==> config.mk <==
export PLATFORM = sky130hd
export DESIGN_NAME = dag_top
export DESIGN_NICKNAME = d
export VERILOG_FILES = /design/src/dag_pkg.sv /design/src/dag_ptr_file.sv /design/src/dag_combiner.sv /design/src/dag_top.sv
export VERILOG_INCLUDE_DIRS = /design/src /design/src/src
export SDC_FILE = /design/constraint.sdc
export NUM_CORES = 2
export LEC_CHECK = 0
export ABC_AREA = 1
export BUFFER_PORTS_ARGS = -buffer_cell sky130_fd_sc_hd__clkbuf_2
export CAP_MARGIN = 20
export CORE_MARGIN = 2
export CORE_UTILIZATION = 32
export DETAILED_ROUTE_END_ITERATION = 10
export MAX_ROUTING_LAYER = met4
export SLEW_MARGIN = 20
export SYNTH_ARGS = -nofsm -noshare
export SYNTH_HDL_FRONTEND = slang
export SYNTH_HIERARCHICAL = 1
export SYNTH_SLANG_ARGS = --single-unit
==> constraint.sdc <==
create_clock -name clk -period 25.7 [get_ports clk]
set_clock_uncertainty 0.1 [all_clocks]
set_input_delay 5.14 -clock clk [delete_from_list [all_inputs] [get_ports clk]]
set_output_delay 5.14 -clock clk [all_outputs]
set_load 0.1 [all_outputs]
==> src/dag_defines.svh <==
// Constants of the DMA address generator: channels, codes, slots, fields
`ifndef DAG_DEFINES_SVH
`define DAG_DEFINES_SVH
`define DAG_AW       18
`define DAG_NCH      24
`define DAG_STEP     18'h00001
`define DAG_CH_BLT   5'h00
`define DAG_CH_DST   5'h03
`define DAG_CH_PLN   5'h04
`define DAG_CH_COP   5'h0A
`define DAG_CH_AUD   5'h0B
`define DAG_CH_SPR   5'h0F
`define DAG_CH_DSK   5'h17
`define DAG_RD_BLT   8'h20
`define DAG_RD_DST   8'h23
`define DAG_RD_COP   8'h30
`define DAG_RD_DSK   8'h38
`define DAG_RD_JMP   8'h3E
`define DAG_RD_PLN   8'h40
`define DAG_RD_AUD   8'h50
`define DAG_RD_SPR   8'h60
`define DAG_RD_IDLE  8'hFF
`define DAG_H_LAST   8'hE2
`define DAG_V_LAST   9'h106
`define DAG_AUD_SLOT 8'h0D
`define DAG_AUD_N    8'h04
`define DAG_DSK_SLOT 8'h07
`define DAG_DSK_N    8'h03
`define DAG_SPR_SLOT 8'h15
`define DAG_SPR_N    8'h10
`define DAG_DISP_H0  8'h38
`define DAG_DISP_H1  8'hD7
`define DAG_DISP_V0  9'h02C
`define DAG_DISP_V1  9'h0FF
`define DAG_SPR_VS8  2
`define DAG_SPR_VE8  1
`define DAG_SKIP_W   2'h2
`define DAG_LINE_PIX 16'h8000
`endif

==> src/dag_pkg.sv <==
// Types shared by the DMA address generator modules
package dag_pkg;
  typedef enum logic [1:0] {
    dag_cop_w1   = 2'b00,
    dag_cop_w2   = 2'b01,
    dag_cop_exec = 2'b10,
    dag_cop_wait = 2'b11
  } dag_cop_st_t;
  typedef enum logic {
    dag_blt_idle = 1'b0,
    dag_blt_run  = 1'b1
  } dag_blt_st_t;
  typedef struct packed {
    logic [7:0]  minterm;
    logic [3:0]  ash;
    logic [3:0]  bsh;
    logic [2:0]  use_src;
    logic        line;
    logic        fill;
    logic        fill_excl;
    logic        fill_ci;
    logic [15:0] words;
  } dag_blt_cfg_t;
  typedef struct packed {
    logic [17:0] addr;
    logic [7:0]  dest;
    logic        act_n;
    logic        ram_wr;
    logic        reg_wr;
    logic        grp;
    logic [15:0] data;
  } dag_slot_t;
endpackage : dag_pkg

==> src/dag_ptr_file.sv <==
// Channel pointer file with load port and wrapping advance port
`timescale 1ns/1ns
`include "dag_defines.svh"
module dag_ptr_file #(
  parameter int NCH = `DAG_NCH,
  parameter int AW  = `DAG_AW
) (
  input  wire logic          clk,
  input  wire logic          rst_n,
  input  wire logic          ld_en,
  input  wire logic [4:0]    ld_idx,
  input  wire logic [AW-1:0] ld_val,
  input  wire logic          adv_en,
  input  wire logic [4:0]    adv_idx,
  input  wire logic [AW-1:0] adv_dlt,
  input  wire logic [4:0]    rd_idx,
  output logic      [AW-1:0] rd_ptr
);
  logic [AW-1:0] ptr_w [NCH];

  // One pointer per channel; a load beats an advance on the same channel
  genvar g;
  generate
    for (g = 0; g < NCH; g++) begin : g_ptr
      logic [AW-1:0] ptr_r;
      always_ff @(posedge clk or negedge rst_n) begin
        if (!rst_n) ptr_r <= '0;
        else if (ld_en && ld_idx == 5'(g)) ptr_r <= ld_val;
        else if (adv_en && adv_idx == 5'(g)) ptr_r <= ptr_r + adv_dlt;
      end
      assign ptr_w[g] = ptr_r;
    end
  endgenerate

  // Unused indices read zero rather than out of range
  assign rd_ptr = (rd_idx < 5'(NCH)) ? ptr_w[rd_idx] : '0;
endmodule : dag_ptr_file

==> src/dag_combiner.sv <==
// Image combiner: fetch A/B/C, shift, minterm logic, fill, write D
`timescale 1ns/1ns
`include "dag_defines.svh"
module dag_combiner
  import dag_pkg::*;
#(
  parameter int DW = 16
) (
  input  wire logic          clk,
  input  wire logic          rst_n,
  input  wire dag_blt_cfg_t  cfg,
  input  wire logic          start,
  input  wire logic          gnt,
  input  wire logic [DW-1:0] din,
  output logic               req,
  output logic      [1:0]    src,
  output logic      [DW-1:0] dout,
  output logic               busy,
  output logic               done
);
  // First enabled source at or above s, 3 when none
  function automatic logic [1:0] nxt(input logic [2:0] u, input logic [1:0] s);
    logic [1:0] r;
    r = 2'h3;
    for (int i = 2; i >= 0; i--) if (u[i] && 2'(i) >= s) r = 2'(i);
    return r;
  endfunction : nxt

  // Area fill across a word, carry kept between words
  function automatic logic [DW:0] fillw(input logic [DW-1:0] d, input logic c0,
                                        input logic ex);
    logic c;
    logic [DW-1:0] o;
    c = c0;
    o = '0;
    for (int i = 0; i < DW; i++) begin
      o[i] = ex ? (d[i] ^ c) : (d[i] | c);
      c = c ^ d[i];
    end
    return {c, o};
  endfunction : fillw

  dag_blt_st_t   st_r;
  logic [1:0]    cur_r, psrc_r;
  logic          pend_r, dpend_r, fc_r, done_r;
  logic [15:0]   fl_r, wl_r;
  logic [DW-1:0] a_r, b_r, c_r, ao_r, bo_r, dbuf_r, res;
  logic [DW:0]   fres;

  wire run   = st_r == dag_blt_run;
  wire [1:0] first = nxt(cfg.use_src, 2'h0);
  wire [1:0] last  = cfg.use_src[2] ? 2'h2 : cfg.use_src[1] ? 2'h1 : 2'h0;
  wire none  = first == 2'h3;
  wire cmp   = (pend_r && psrc_r == last && !none) ||
               (run && none && !dpend_r && fl_r != 16'h0);
  // Next set overlaps the pending write; its last word waits for it
  wire fok   = run && !none && fl_r != 16'h0 && !((dpend_r || cmp) && cur_r == last);
  assign req = fok || (run && dpend_r);
  assign src = fok ? cur_r : 2'h3;
  wire [DW-1:0] a_n = (pend_r && psrc_r == 2'h0) ? din : a_r;
  wire [DW-1:0] b_n = (pend_r && psrc_r == 2'h1) ? din : b_r;
  wire [DW-1:0] c_n = (pend_r && psrc_r == 2'h2) ? din : c_r;
  wire [2*DW-1:0] a_cat = {ao_r, a_n} >> cfg.ash;
  wire [2*DW-1:0] b_cat = {bo_r, b_n} >> cfg.bsh;
  // Line mode draws one pixel from the shifted index, B is the texture
  wire [DW-1:0] a_u = cfg.line ? (`DAG_LINE_PIX >> cfg.ash) : a_cat[DW-1:0];
  wire [DW-1:0] b_u = cfg.line ? b_n : b_cat[DW-1:0];

  // Minterm select from the three source bits
  always_comb begin
    for (int i = 0; i < DW; i++) res[i] = cfg.minterm[{a_u[i], b_u[i], c_n[i]}];
    fres = cfg.fill ? fillw(res, fc_r, cfg.fill_excl) : {fc_r, res};
  end

  // Step sequencing; write grants count the task down
  always_ff @(posedge clk or negedge rst_n) begin
    if (!rst_n) begin
      st_r <= dag_blt_idle;
      {cur_r, psrc_r, pend_r, dpend_r, fc_r, done_r} <= '0;
      {fl_r, wl_r, a_r, b_r, c_r, ao_r, bo_r, dbuf_r} <= '0;
    end else begin
      done_r <= 1'b0;
      pend_r <= gnt && src != 2'h3;
      if (pend_r) {a_r, b_r, c_r} <= {a_n, b_n, c_n};
      if (!run && start && cfg.words != 16'h0) begin
        st_r    <= dag_blt_run;
        {fl_r, wl_r} <= {cfg.words, cfg.words};
        cur_r   <= first;
        fc_r    <= cfg.fill_ci;
        dpend_r <= 1'b0;
        {ao_r, bo_r} <= '0;
      end else if (run) begin
        if (cmp) begin
          dbuf_r  <= fres[DW-1:0];
          fc_r    <= fres[DW];
          dpend_r <= 1'b1;
          {ao_r, bo_r} <= {a_n, b_n};
          if (none) fl_r <= fl_r - 16'h1;
        end
        if (gnt && src == 2'h3) begin
          dpend_r <= 1'b0;
          wl_r    <= wl_r - 16'h1;
          if (wl_r == 16'h1) begin
            st_r   <= dag_blt_idle;
            done_r <= 1'b1;
          end
        end else if (gnt) begin
          psrc_r <= cur_r;
          cur_r  <= (cur_r == last) ? first : nxt(cfg.use_src, cur_r + 2'h1);
          if (cur_r == last) fl_r <= fl_r - 16'h1;
        end
      end
    end
  end

  assign dout = dbuf_r;
  assign busy = run;
  assign done = done_r;
endmodule : dag_combiner

==> src/dag_top.sv <==
// DMA address generator top: beam slots, arbitration, coproc, sprites
// What this block does
// - 18-bit pointer per channel drives address
// - Destination code driven with the address
// - Preloaded pointers advance after each transfer
// - Combiner loads A, B, C, writes D
// - 256 minterm functions plus barrel shift
// - Line draw and area fill modes
// - Combiner channels run unattended until done
// - Next fetch overlaps current logic step
// - Six plane channels fetch during display
// - Planes group into two images
// - Coproc pointer is its instruction counter
// - Move writes data to chosen register
// - Skip, jump, wait; wait stops fetching
// - Waiting copper requests no bus cycles
// - Wait ends when beam equals value
// - Four sound channels, blanking slots
// - Eight object channels, own slots each
// - Object: two data words, position words
// - Objects loaded by DMA
// - Objects reused further down screen
// - Disk channel moves up to 128K
// - Bus request asserted during DMA cycle
// - Slot, then priority, orders requests
// - Interrupt when combiner task completes
// - Slowdown input suspends combiner cycles
`timescale 1ns/1ns
`include "dag_defines.svh"
module dag_top
  import dag_pkg::*;
#(
  parameter int NCH = `DAG_NCH,
  parameter int AW  = `DAG_AW
) (
  input  wire logic          clk,
  input  wire logic          resetn,
  input  wire logic          ptr_ld_en,
  input  wire logic [4:0]    ptr_ld_idx,
  input  wire logic [AW-1:0] ptr_ld_val,
  input  wire dag_blt_cfg_t  blt_cfg,
  input  wire logic          blt_start,
  input  wire logic          cop_run,
  input  wire logic [AW-1:0] cop_jump_addr,
  input  wire logic [2:0]    plane_count,
  input  wire logic          dual_image,
  input  wire logic [3:0]    audio_en,
  input  wire logic [7:0]    spr_en,
  input  wire logic          disk_len_ld,
  input  wire logic [16:0]   disk_len_val,
  input  wire logic          disk_wr,
  input  wire logic          external_dma_request,
  input  wire logic          combiner_slowdown_n,
  input  wire logic [15:0]   ram_rdata,
  output logic      [AW-1:0] memory_address_bus,
  output logic      [7:0]    register_destination_bus,
  output logic               bus_grant_request_n,
  output logic               ram_write,
  output logic               reg_write,
  output logic      [15:0]   bus_wdata,
  output logic               plane_group,
  output logic               combiner_done_irq_n
);
  // Slot window test, shared by the sound, disk and object slot groups
  function automatic logic in_rng(input logic [7:0] x, input logic [7:0] lo,
                                  input logic [7:0] n);
    return x >= lo && x < 8'(lo + n);
  endfunction : in_rng

  // Reset release through two flops
  logic rst_s1_r, rst_n_r;
  always_ff @(posedge clk or negedge resetn) begin
    if (!resetn) {rst_n_r, rst_s1_r} <= 2'h0;
    else {rst_n_r, rst_s1_r} <= {rst_s1_r, 1'b1};
  end

  // Pin synchronisers; only the second stage is read
  logic [1:0] ext_s_r, slow_s_r;
  always_ff @(posedge clk or negedge rst_n_r) begin
    if (!rst_n_r) begin
      ext_s_r  <= 2'h0;
      slow_s_r <= 2'h3;
    end else begin
      ext_s_r  <= {ext_s_r[0], external_dma_request};
      slow_s_r <= {slow_s_r[0], combiner_slowdown_n};
    end
  end
  wire ext_req  = ext_s_r[1];
  wire blt_hold = !slow_s_r[1];

  // Beam counter: one slot per clock
  logic [7:0] h_r;
  logic [8:0] v_r;
  always_ff @(posedge clk or negedge rst_n_r) begin
    if (!rst_n_r) begin
      h_r <= 8'h00;
      v_r <= 9'h000;
    end else if (h_r == `DAG_H_LAST) begin
      h_r <= 8'h00;
      v_r <= (v_r == `DAG_V_LAST) ? 9'h000 : v_r + 9'h001;
    end else begin
      h_r <= h_r + 8'h01;
    end
  end
  wire frame_start = h_r == 8'h00 && v_r == 9'h000;
  wire [14:0] beam = {v_r[7:0], h_r[7:1]};

  // Return tag of the slot now on the bus
  logic       ret_v_r, ret_c_r, ret_w_r;
  logic [4:0] ret_ch_r;
  wire [15:0] din = ram_rdata;

  // Fixed slot decode
  wire [7:0] aud_off = h_r - `DAG_AUD_SLOT;
  wire [7:0] spr_off = h_r - `DAG_SPR_SLOT;
  wire [2:0] spr_i   = spr_off[3:1];
  wire [2:0] pln_i   = h_r[2:0];
  wire [7:0] spr_ctl, spr_want;
  logic [16:0] dsk_left_r;
  wire aud_rq = in_rng(h_r, `DAG_AUD_SLOT, `DAG_AUD_N) && ext_req &&
                audio_en[aud_off[1:0]];
  wire dsk_rq = in_rng(h_r, `DAG_DSK_SLOT, `DAG_DSK_N) && ext_req &&
                dsk_left_r != 17'h0;
  wire spr_rq = in_rng(h_r, `DAG_SPR_SLOT, `DAG_SPR_N) && spr_want[spr_i];
  wire pln_rq = v_r >= `DAG_DISP_V0 && v_r <= `DAG_DISP_V1 &&
                h_r >= `DAG_DISP_H0 && h_r <= `DAG_DISP_H1 &&
                pln_i < plane_count;
  wire fixed  = aud_rq || dsk_rq || spr_rq || pln_rq;

  // Free slots go to coproc first, then the combiner unless slowed
  dag_cop_st_t cop_st_r;
  logic        cop_pend_r;
  logic        blt_req, blt_done, blt_busy;
  logic [1:0]  blt_src;
  logic [15:0] blt_dout;
  wire cop_rq  = cop_run && !cop_pend_r && cop_st_r != dag_cop_wait;
  wire sel_cop = !fixed && cop_rq;
  wire sel_blt = !fixed && !cop_rq && blt_req && !blt_hold;
  wire cop_wr  = sel_cop && cop_st_r == dag_cop_exec;
  wire any     = fixed || sel_cop || sel_blt;
  wire blt_d   = blt_src == 2'h3;

  // Channel select in priority order
  wire [4:0] sel_ch = aud_rq ? `DAG_CH_AUD + aud_off[4:0] :
                      dsk_rq ? `DAG_CH_DSK :
                      spr_rq ? `DAG_CH_SPR + {2'h0, spr_i} :
                      pln_rq ? `DAG_CH_PLN + {2'h0, pln_i} :
                      sel_cop ? `DAG_CH_COP :
                      blt_d ? `DAG_CH_DST : `DAG_CH_BLT + {3'h0, blt_src};

  // Destination code for the selected channel
  logic [15:0] cop_w1_r, cop_w2_r;
  wire [7:0] sel_dest = aud_rq ? `DAG_RD_AUD + aud_off :
                        dsk_rq ? `DAG_RD_DSK :
                        spr_rq ? `DAG_RD_SPR + {3'h0, spr_i, !spr_ctl[spr_i],
                                                spr_off[0]} :
                        pln_rq ? `DAG_RD_PLN + {5'h00, pln_i} :
                        cop_wr ? cop_w1_r[8:1] :
                        sel_cop ? `DAG_RD_COP :
                        sel_blt ? `DAG_RD_BLT + {6'h00, blt_src} : `DAG_RD_IDLE;
  wire ram_xfer = any && !cop_wr;

  // Coproc decode of the returned second word
  logic [1:0] cop_skip_r;
  wire cop_ret  = ret_v_r && ret_ch_r == `DAG_CH_COP;
  wire cop_dec  = cop_ret && cop_st_r == dag_cop_w2;
  wire is_move  = !cop_w1_r[0];
  wire is_wait  = cop_w1_r[0] && !din[0];
  wire cop_jmp  = cop_dec && is_move && cop_w1_r[8:1] == `DAG_RD_JMP;

  logic [AW-1:0] rd_ptr;
  dag_ptr_file #(
    .NCH (NCH),
    .AW  (AW)
  ) u_ptr (
    .clk     (clk),
    .rst_n   (rst_n_r),
    .ld_en   (ptr_ld_en || cop_jmp),
    .ld_idx  (ptr_ld_en ? ptr_ld_idx : `DAG_CH_COP),
    .ld_val  (ptr_ld_en ? ptr_ld_val : cop_jump_addr),
    .adv_en  (ram_xfer),
    .adv_idx (sel_ch),
    .adv_dlt (`DAG_STEP),
    .rd_idx  (sel_ch),
    .rd_ptr  (rd_ptr)
  );

  dag_combiner u_blt (
    .clk   (clk),
    .rst_n (rst_n_r),
    .cfg   (blt_cfg),
    .start (blt_start),
    .gnt   (sel_blt),
    .din   (din),
    .req   (blt_req),
    .src   (blt_src),
    .dout  (blt_dout),
    .busy  (blt_busy),
    .done  (blt_done)
  );

  // Coproc: fetch two words, then move, wait or skip
  always_ff @(posedge clk or negedge rst_n_r) begin
    if (!rst_n_r) begin
      cop_st_r   <= dag_cop_w1;
      cop_pend_r <= 1'b0;
      cop_skip_r <= 2'h0;
      {cop_w1_r, cop_w2_r} <= '0;
    end else if (!cop_run) begin
      cop_st_r   <= dag_cop_w1;
      cop_pend_r <= 1'b0;
      cop_skip_r <= 2'h0;
    end else begin
      if (sel_cop && !cop_wr) cop_pend_r <= 1'b1;
      if (cop_wr) cop_st_r <= dag_cop_w1;
      if (cop_ret) cop_pend_r <= 1'b0;
      if (cop_ret && cop_st_r == dag_cop_w1) begin
        if (cop_skip_r != 2'h0) cop_skip_r <= cop_skip_r - 2'h1;
        else begin
          cop_w1_r <= din;
          cop_st_r <= dag_cop_w2;
        end
      end
      if (cop_dec) begin
        cop_w2_r <= din;
        if (is_move) cop_st_r <= cop_jmp ? dag_cop_w1 : dag_cop_exec;
        else if (is_wait) cop_st_r <= dag_cop_wait;
        else begin
          cop_st_r <= dag_cop_w1;
          if (beam >= cop_w1_r[15:1]) cop_skip_r <= `DAG_SKIP_W;
        end
      end
      if (cop_st_r == dag_cop_wait && beam == cop_w1_r[15:1])
        cop_st_r <= dag_cop_w1;
    end
  end

  // Moving objects: control pair sets lines, data pairs fill lines
  genvar g;
  generate
    for (g = 0; g < 8; g++) begin : g_spr
      logic       live_r, dph_r, pz_r;
      logic [8:0] vs_r, ve_r;
      wire hit = ret_v_r && ret_ch_r == `DAG_CH_SPR + 5'(g);
      assign spr_ctl[g]  = !dph_r || v_r == ve_r;
      assign spr_want[g] = live_r && spr_en[g] &&
                           (spr_ctl[g] || (v_r >= vs_r && v_r < ve_r));
      always_ff @(posedge clk or negedge rst_n_r) begin
        if (!rst_n_r) begin
          {live_r, dph_r, pz_r} <= 3'h0;
          {vs_r, ve_r} <= '0;
        end else if (frame_start) begin
          live_r <= 1'b1;
          dph_r  <= 1'b0;
        end else if (hit && ret_c_r && !ret_w_r) begin
          vs_r <= {1'b0, din[15:8]};
          pz_r <= din == 16'h0;
        end else if (hit && ret_c_r) begin
          vs_r[8] <= din[`DAG_SPR_VS8];
          ve_r    <= {din[`DAG_SPR_VE8], din[15:8]};
          dph_r   <= 1'b1;
          if (pz_r && din == 16'h0) live_r <= 1'b0; // Zero pair ends the object
        end
      end
    end
  endgenerate

  // Slot staged for the bus; pointer read and code are one cycle
  dag_slot_t slot_nxt, slot_r;
  always_comb begin
    slot_nxt.addr   = rd_ptr;
    slot_nxt.dest   = sel_dest;
    slot_nxt.act_n  = !any;
    slot_nxt.ram_wr = (sel_blt && blt_d) || (dsk_rq && disk_wr);
    slot_nxt.reg_wr = cop_wr;
    slot_nxt.grp    = pln_rq && dual_image && pln_i[0];
    slot_nxt.data   = cop_wr ? cop_w2_r : blt_dout;
  end

  // Bus outputs and return tag
  always_ff @(posedge clk or negedge rst_n_r) begin
    if (!rst_n_r) begin
      slot_r       <= '0;
      slot_r.act_n <= 1'b1;
      slot_r.dest  <= `DAG_RD_IDLE;
      {ret_v_r, ret_c_r, ret_w_r, ret_ch_r} <= '0;
    end else begin
      slot_r   <= slot_nxt;
      ret_v_r  <= ram_xfer && !slot_nxt.ram_wr;
      ret_ch_r <= sel_ch;
      ret_c_r  <= spr_ctl[spr_i];
      ret_w_r  <= spr_off[0];
    end
  end

  // Disk block length and combiner completion interrupt
  logic irq_n_r;
  always_ff @(posedge clk or negedge rst_n_r) begin
    if (!rst_n_r) begin
      dsk_left_r <= 17'h0;
      irq_n_r    <= 1'b1;
    end else begin
      if (disk_len_ld) dsk_left_r <= disk_len_val;
      else if (dsk_rq) dsk_left_r <= dsk_left_r - 17'h1;
      if (blt_done) irq_n_r <= 1'b0;
      else if (blt_start && !blt_busy) irq_n_r <= 1'b1;
    end
  end

  assign memory_address_bus       = slot_r.addr;
  assign register_destination_bus = slot_r.dest;
  assign bus_grant_request_n      = slot_r.act_n;
  assign ram_write                = slot_r.ram_wr;
  assign reg_write                = slot_r.reg_wr;
  assign bus_wdata                = slot_r.data;
  assign plane_group              = slot_r.grp;
  assign combiner_done_irq_n      = irq_n_r;
endmodule : dag_top

; Yosys cells after proc, flatten, opt, wreduce, memory -nomap -nowiden
; Index checks and enable logic that the tools add are counted.
[word_totals]
input_bits = 138
ff_bits = 869
[classes]
muxes = 270
bitwise_logic = 45
magnitude_cmp = 51
n_reduce_logical = 321
n_addsub = 40
n_shift = 3
n_eq_ne = 89
[op_table]
columns = op, count
row1 = 18-bit 2-to-1 mux, 52
row2 = "18-bit by 1-bit adder with 18-bit output, second input constant", 24
row3 = 16-bit 2-to-1 mux, 22
row4 = 1-bit logical AND, 157
row5 = 1-bit 2-to-1 mux, 130
row6 = "5-bit == test, second input constant", 23
row7 = 2-bit nonzero test, 56
row8 = 18-bit binary-select mux with 5-bit select, 1
row9 = "5-bit by 4-bit == test with 1-bit output, second input constant", 18
row10 = 9-bit == test, 8
row11 = 9-bit >= comparator, 8
row12 = 9-bit less-than comparator, 8
row13 = "3-bit by 4-bit less-than comparator with 1-bit output, second input constant", 17
row14 = 8-bit 2-to-1 mux, 8
row15 = 32-bit by 4-bit >> shifter with 16-bit output, 2
row16 = 3-bit AND reduction, 20
row17 = 2-bit 2-to-1 mux, 28
row18 = 2-bit AND reduction, 28
row19 = 1-bit binary-select mux with 3-bit select, 18
row20 = 17-bit 2-to-1 mux, 3
row21 = "5-bit by 3-bit == test with 1-bit output, second input constant", 8
row22 = 16-bit nonzero test, 2
row23 = "16-bit by 1-bit subtractor with 16-bit output, second input constant", 2
row24 = 1-bit logical OR, 26
row25 = 62 further kinds, 150

; Logic depth before layout (Yosys ltp)
[depth]
word_depth = 28
ltp_mapped = 50

; By module
; The synthesis kept the hierarchy.
[modules_own_cells]
columns = mod, cells_each, n_inst, seq_area_each_um2, area_each_um2
row1 = dag_ptr_file, 7450, 1, 10810.4, 46170.5
row2 = dag_top, 2214, 1, 7522.2, 17364.2
row3 = dag_combiner, 1754, 1, 3378.2, 11254.5

; Worst setup path after synthesis
; No wires, ideal clock.
[synth_timing]
path_kind = in2reg
from = in blt_cfg[23] in the netlist's numbering
to = reg u_blt.dbuf_r[15] (netlist: u_blt/dout[15])
setup_time_ns = 0.121
stages = 47
path_slack_ns = 13.865
arrival_ns = 11.613
required_ns = 25.479
n_path_buf = 2
cell_sequence = buf_2 inv_1 buf_1 nand3_1 nand3_1 nand3_1 nand2_1 nand2_1 nand3_1 nand3_1 nand3_1 nand2_1 ha_1 inv_1 ha_1 inv_1 ha_1 inv_1 [11 not listed] inv_1 ha_1 inv_1 ha_1 inv_1 ha_1 inv_1 ha_1 inv_1 ha_1 inv_1 ha_1 inv_1 ha_1 o21ai_0 a21oi_1 nor2_1 a21oi_1
[synth_between]
elab_chain_len = 22
elab_cells_between_ends = 53
[synth_lines]
columns = element, line
row1 = from (decl), dag_top.sv:41  ; input wire dag_blt_cfg_t blt_cfg,
row2 = 32-bit by 4-bit >> shifter with 16-bit output *, dag_combiner.sv:64  ; wire [2*DW-1:0] b_cat = {bo_r, b_n} >> cfg.bsh;
row3 = 16-bit 2-to-1 mux *, dag_combiner.sv:67  ; wire [DW-1:0] b_u = cfg.line ? b_n : b_cat[DW-1:0];
row4 = 1-bit binary-select mux with 3-bit select, dag_combiner.sv:71  ; for (int i = 0; i < DW; i++) res[i] = cfg.minterm[{a_u[i], b_u[i], c_n[i]}];
row5 = 1-bit 2-to-1 mux (implied by the code), dag_combiner.sv:71
row6 = 1-bit XOR (15 in series), dag_combiner.sv:38  ; c = c ^ d[i];
row7 = 1-bit OR / 1-bit XOR (equally long branches), dag_combiner.sv:37  ; o[i] = ex ? (d[i] ^ c) : (d[i] | c);
row8 = 1-bit 2-to-1 mux, dag_combiner.sv:37
row9 = 17-bit 2-to-1 mux *, dag_combiner.sv:72  ; fres = cfg.fill ? fillw(res, fc_r, cfg.fill_excl) : {fc_r, res};
row10 = to (signal assigned), dag_combiner.sv:94  ; dbuf_r <= fres[DW-1:0];
row11 = to (decl), dag_combiner.sv:47  ; logic [DW-1:0] a_r, b_r, c_r, ao_r, bo_r, dbuf_r, res;
; Mark *: on every way between the ends. The rest lies on a longest branch, timed or not. The select of a mux whose other input is x is not followed.
; A chain may end at the register's enable or synchronous reset.

; Final worst setup path
[layout_timing]
from = in blt_cfg[27] in the netlist's numbering
to = reg u_blt.dbuf_r[15] (netlist: u_blt/dout[15])
[layout_between]
elab_chain_len = 22
elab_cells_between_ends = 54
[layout_lines]
columns = element, line
row1 = 32-bit by 4-bit >> shifter with 16-bit output / 16-bit by 4-bit >> shifter with 16-bit output (equally long branches), --
row2 = 16-bit 2-to-1 mux *, dag_combiner.sv:66  ; wire [DW-1:0] a_u = cfg.line ? (`DAG_LINE_PIX >> cfg.ash) : a_cat[DW-1:0];
row3 = 1-bit binary-select mux with 3-bit select, dag_combiner.sv:71
row4 = 1-bit 2-to-1 mux (implied by the code), dag_combiner.sv:71
row5 = 1-bit XOR (15 in series), dag_combiner.sv:38
row6 = 1-bit OR / 1-bit XOR (equally long branches), dag_combiner.sv:37
row7 = 1-bit 2-to-1 mux, dag_combiner.sv:37
row8 = 17-bit 2-to-1 mux *, dag_combiner.sv:72
; Marks and branches as above.

==> reports/qor.yml <==
cts_inserted_buffers: 113
cts_resized: 0
gp_congestion: 0.957
drive_gt1_frac: 0.0593
postCtsSetupBuffers: 0
async_reset_ff_frac: 1.00
grt_pass1_vias: 70200
reg2regPathDepth: 47
ir_drop_mv: 0.106
cts.path.max_buffers: 3
synth_edf_count: 0
area_delta_synth_final_pct: 12.5
fmax_ghz: 0.0809
core_mm2: 0.233
grt_use_total: 0.231
timing.rr.start: "u_blt/psrc_r[1]"
avgSynthCellArea_um2: 6.55
grt_first_pass_wirelength_mm: 418
internal_power_mw: 4.62
die_area_mm2: 0.238
cts_tree: "done"
syn_area_mm2: 0.0748
crit_path_max_fanout: 18
synth_cell_type_count: 71
max_slew.worst_pin.slew_ns: 1.21
clock_sinks: 867
holdWs_ns: 0.232
drc: 0
slew_headroom: 0.189
end_kind: "register"
grt_max_degree: 146
synth_top_area_frac: 0.286
start_kind: "primary input"
combPwrFrac: 0.564
synth_warnings: 6
final.setup.tns_ns: 0
post-dp-hpwl_mm: 196
post-route-period-util: 0.481
maxCapViolCount: 0
drt_iter0_drc: 7451
period_needed_ns: 12.36
port_buffers: 184
p_per_area_mw_per_mm2: 109
seq_area_frac_synth: 0.290
synth_area_leaders: "dfrtp_1, nand2_1, ha_1"
cp-startpoint: "blt_cfg[27]"
crit_type: "primary input to register"
ios: 185
ant_nets: 0
fp.dieH_um: 487
p_leak_nw: 44.5
synth_largest_area_cell: "dfrtp_1"
clock_latency_ns: 0.80
final_cell_mix: "nand2_1, inv_1, nand3_1"
slowest_delay_ns: 0.43
die_w_um: 487
net-switching-power_mw: 4.57
via_count: 76700
synthCells: 11400
seq_power_share: 0.256
detail_route.wl_per_cell_um: 18.1
finalHoldViolCount: 0
hold_class: "register to asynchronous set/reset pin"
worstPathArrival_ns: 12.91
slew_violations: 0
start_util: 0.322
cp_slowest_cell: "nor2_1"
fp-row-count: 177
yosys_register_bits: 867
final_nets: 12700
cts_hold_buf: 0
viasPerCell: 5.10
rsz0062_at_grt: "false"
worstPathRequired_ns: 26.25
dr.pass1.iters: 9
status: "complete, no violations"
switching_share: 0.497
ys.flop_type: "dfrtp_1"
wl_mm: 273
fillers: 25200
htree_levels: 3
antenna_found_initial: 9
clk_pin_slew_ns: 0.06
finalSetupViolCount: 0
root_buffer: "clkbuf_16"
layout_commonest_cell: "nand2_1"
clkPwrFrac: 0.181
overflow: 0
## cells in the mapped netlist (11+ instances only)
| master | number |
|---|---|
| nand2_1 | 3774 |
| inv_1 | 1306 |
| nand3_1 | 1034 |
| dfrtp_1 | 855 |
| o21ai_0 | 816 |
| nor2_1 | 778 |
| a21oi_1 | 629 |
| ha_1 | 607 |
| clkbuf_1 | 184 |
| xnor2_1 | 139 |
| nand3b_1 | 132 |
| o22ai_1 | 119 |
| o211ai_1 | 118 |
| o221ai_1 | 104 |
| buf_2 | 103 |
| nor3_1 | 88 |
| nand4_1 | 61 |
| inv_2 | 60 |
| and2_1 | 49 |
| o21bai_1 | 42 |
| nand3_2 | 34 |
| xor2_1 | 33 |
| buf_1 | 28 |
| nand2_2 | 28 |
| o21ai_1 | 28 |
| or2_2 | 27 |
| fa_1 | 24 |
| nor2_2 | 22 |
| o21ai_2 | 17 |
| a21o_1 | 16 |
| buf_4 | 14 |
| nor4_1 | 14 |
| buf_6 | 13 |
| dfstp_2 | 12 |
| clkinv_1 | 11 |
## cell families (layout without fill, tap and decap cells)
| family | count (synthesis) | after routing | share of synthesized area |
|---|---|---|---|
| mux | 17 | 17 | 0.00296 |
| simple gates | 6071 | 6071 | 0.342 |
| compound gates | 1936 | 1936 | 0.146 |
| flops | 867 | 867 | 0.290 |
| fa+ha+maj | 631 | 631 | 0.108 |
| buf+inv | 1722 | 1853 | 0.0904 |
| other cells | 2 | 442 | 0.000100 |
| xor+xnor | 172 | 172 | 0.0201 |
## critical path: cells and delay by family
kind | cells | cell delay [ns]
fa+ha+maj | 16 | 4.53
buf+inv | 17 | 1.46
simple gates | 9 | 1.42
compound gates | 3 | 0.31
## path summary, 6_finish.rpt
kind                                       end  slack (ns)
worst min-delay path            u_blt/fl_r[11]        0.23
max in group asynchronous              rst_n_r       21.34
min in group clk                    ext_s_r[1]        0.24
worst max-delay path            u_blt/dout[15]       13.34
worst min register to register  u_blt/fl_r[11]        0.23
worst max register to register  u_blt/dout[15]       16.92
## stage by stage
| step | power, mW | cells | cell area, µm² | util | setup WS [ns] |
|---|---|---|---|---|---|
| floorplan | 6.07 | 11900 | 76400 | - | 11.54 |
| global placement | 7.29 | 14800 | 80300 | 0.345 | 12.59 |
| detailed placement | 7.32 | 14800 | 80300 | 0.345 | 12.69 |
| CTS | 9.02 | 15000 | 84100 | 0.362 | 13.50 |
| global route | 10.0 | 15000 | 84100 | 0.362 | 12.65 |
| finish | 9.19 | 15000 | 84100 | 0.362 | 13.34 |
## final cells by class
class / count / area (µm²) / area share
clock inverter: 53 / 643 / 0.00765
antenna: 8 / 20.0 / 0.000238
timing repair buffer: 264 / 1560 / 0.0185
sequential: 867 / 21700 / 0.258
clock buffer: 157 / 3180 / 0.0379
multi-input combinational: 9261 / 48000 / 0.571
tap: 3043 / 3810 / 0.0453
inverter: 1379 / 5190 / 0.0617
## power groups by stage
stage	Sequential (mW)	Clock (mW)	Combinational, mW
5_1_grt	2.41	1.75	5.85
4_1_cts	2.34	1.70	4.98
3_3_place_gp	2.35	0	4.94
6_report	2.35	1.66	5.18
3_5_place_dp	2.36	0	4.96
2_1_floorplan	2.44	0	3.64
## per-layer routing
layer / up-vias / GRT usage / wire length [µm]
met4: 0 / 0.0803 / 9940
met1: 35700 / 0.318 / 126000
met3: 454 / 0.0290 / 19300
met2: 2496 / 0.347 / 117000
met5: - / - / 0
li1: 38000 / - / -
## registers in the layout, indices dropped and copies added (netlist names), 9 cells and up
register            flops
bus_wdata              16
u_blt/b_r              16
u_blt/fl_r             16
u_blt/dout             16
g_spr.ve_r             72
u_blt/bo_r             15
cop_w2_r               16
cop_w1_r               16
g_spr.vs_r             72
u_blt/c_r              16
u_blt/wl_r             16
dsk_left_r             17
v_r                     9
u_blt/a_r              16
u_blt/ao_r             15
memory_address_bus     18
u_ptr/g_ptr.ptr_r     432
No activity file was read; power rests on OpenSTA's default activity.
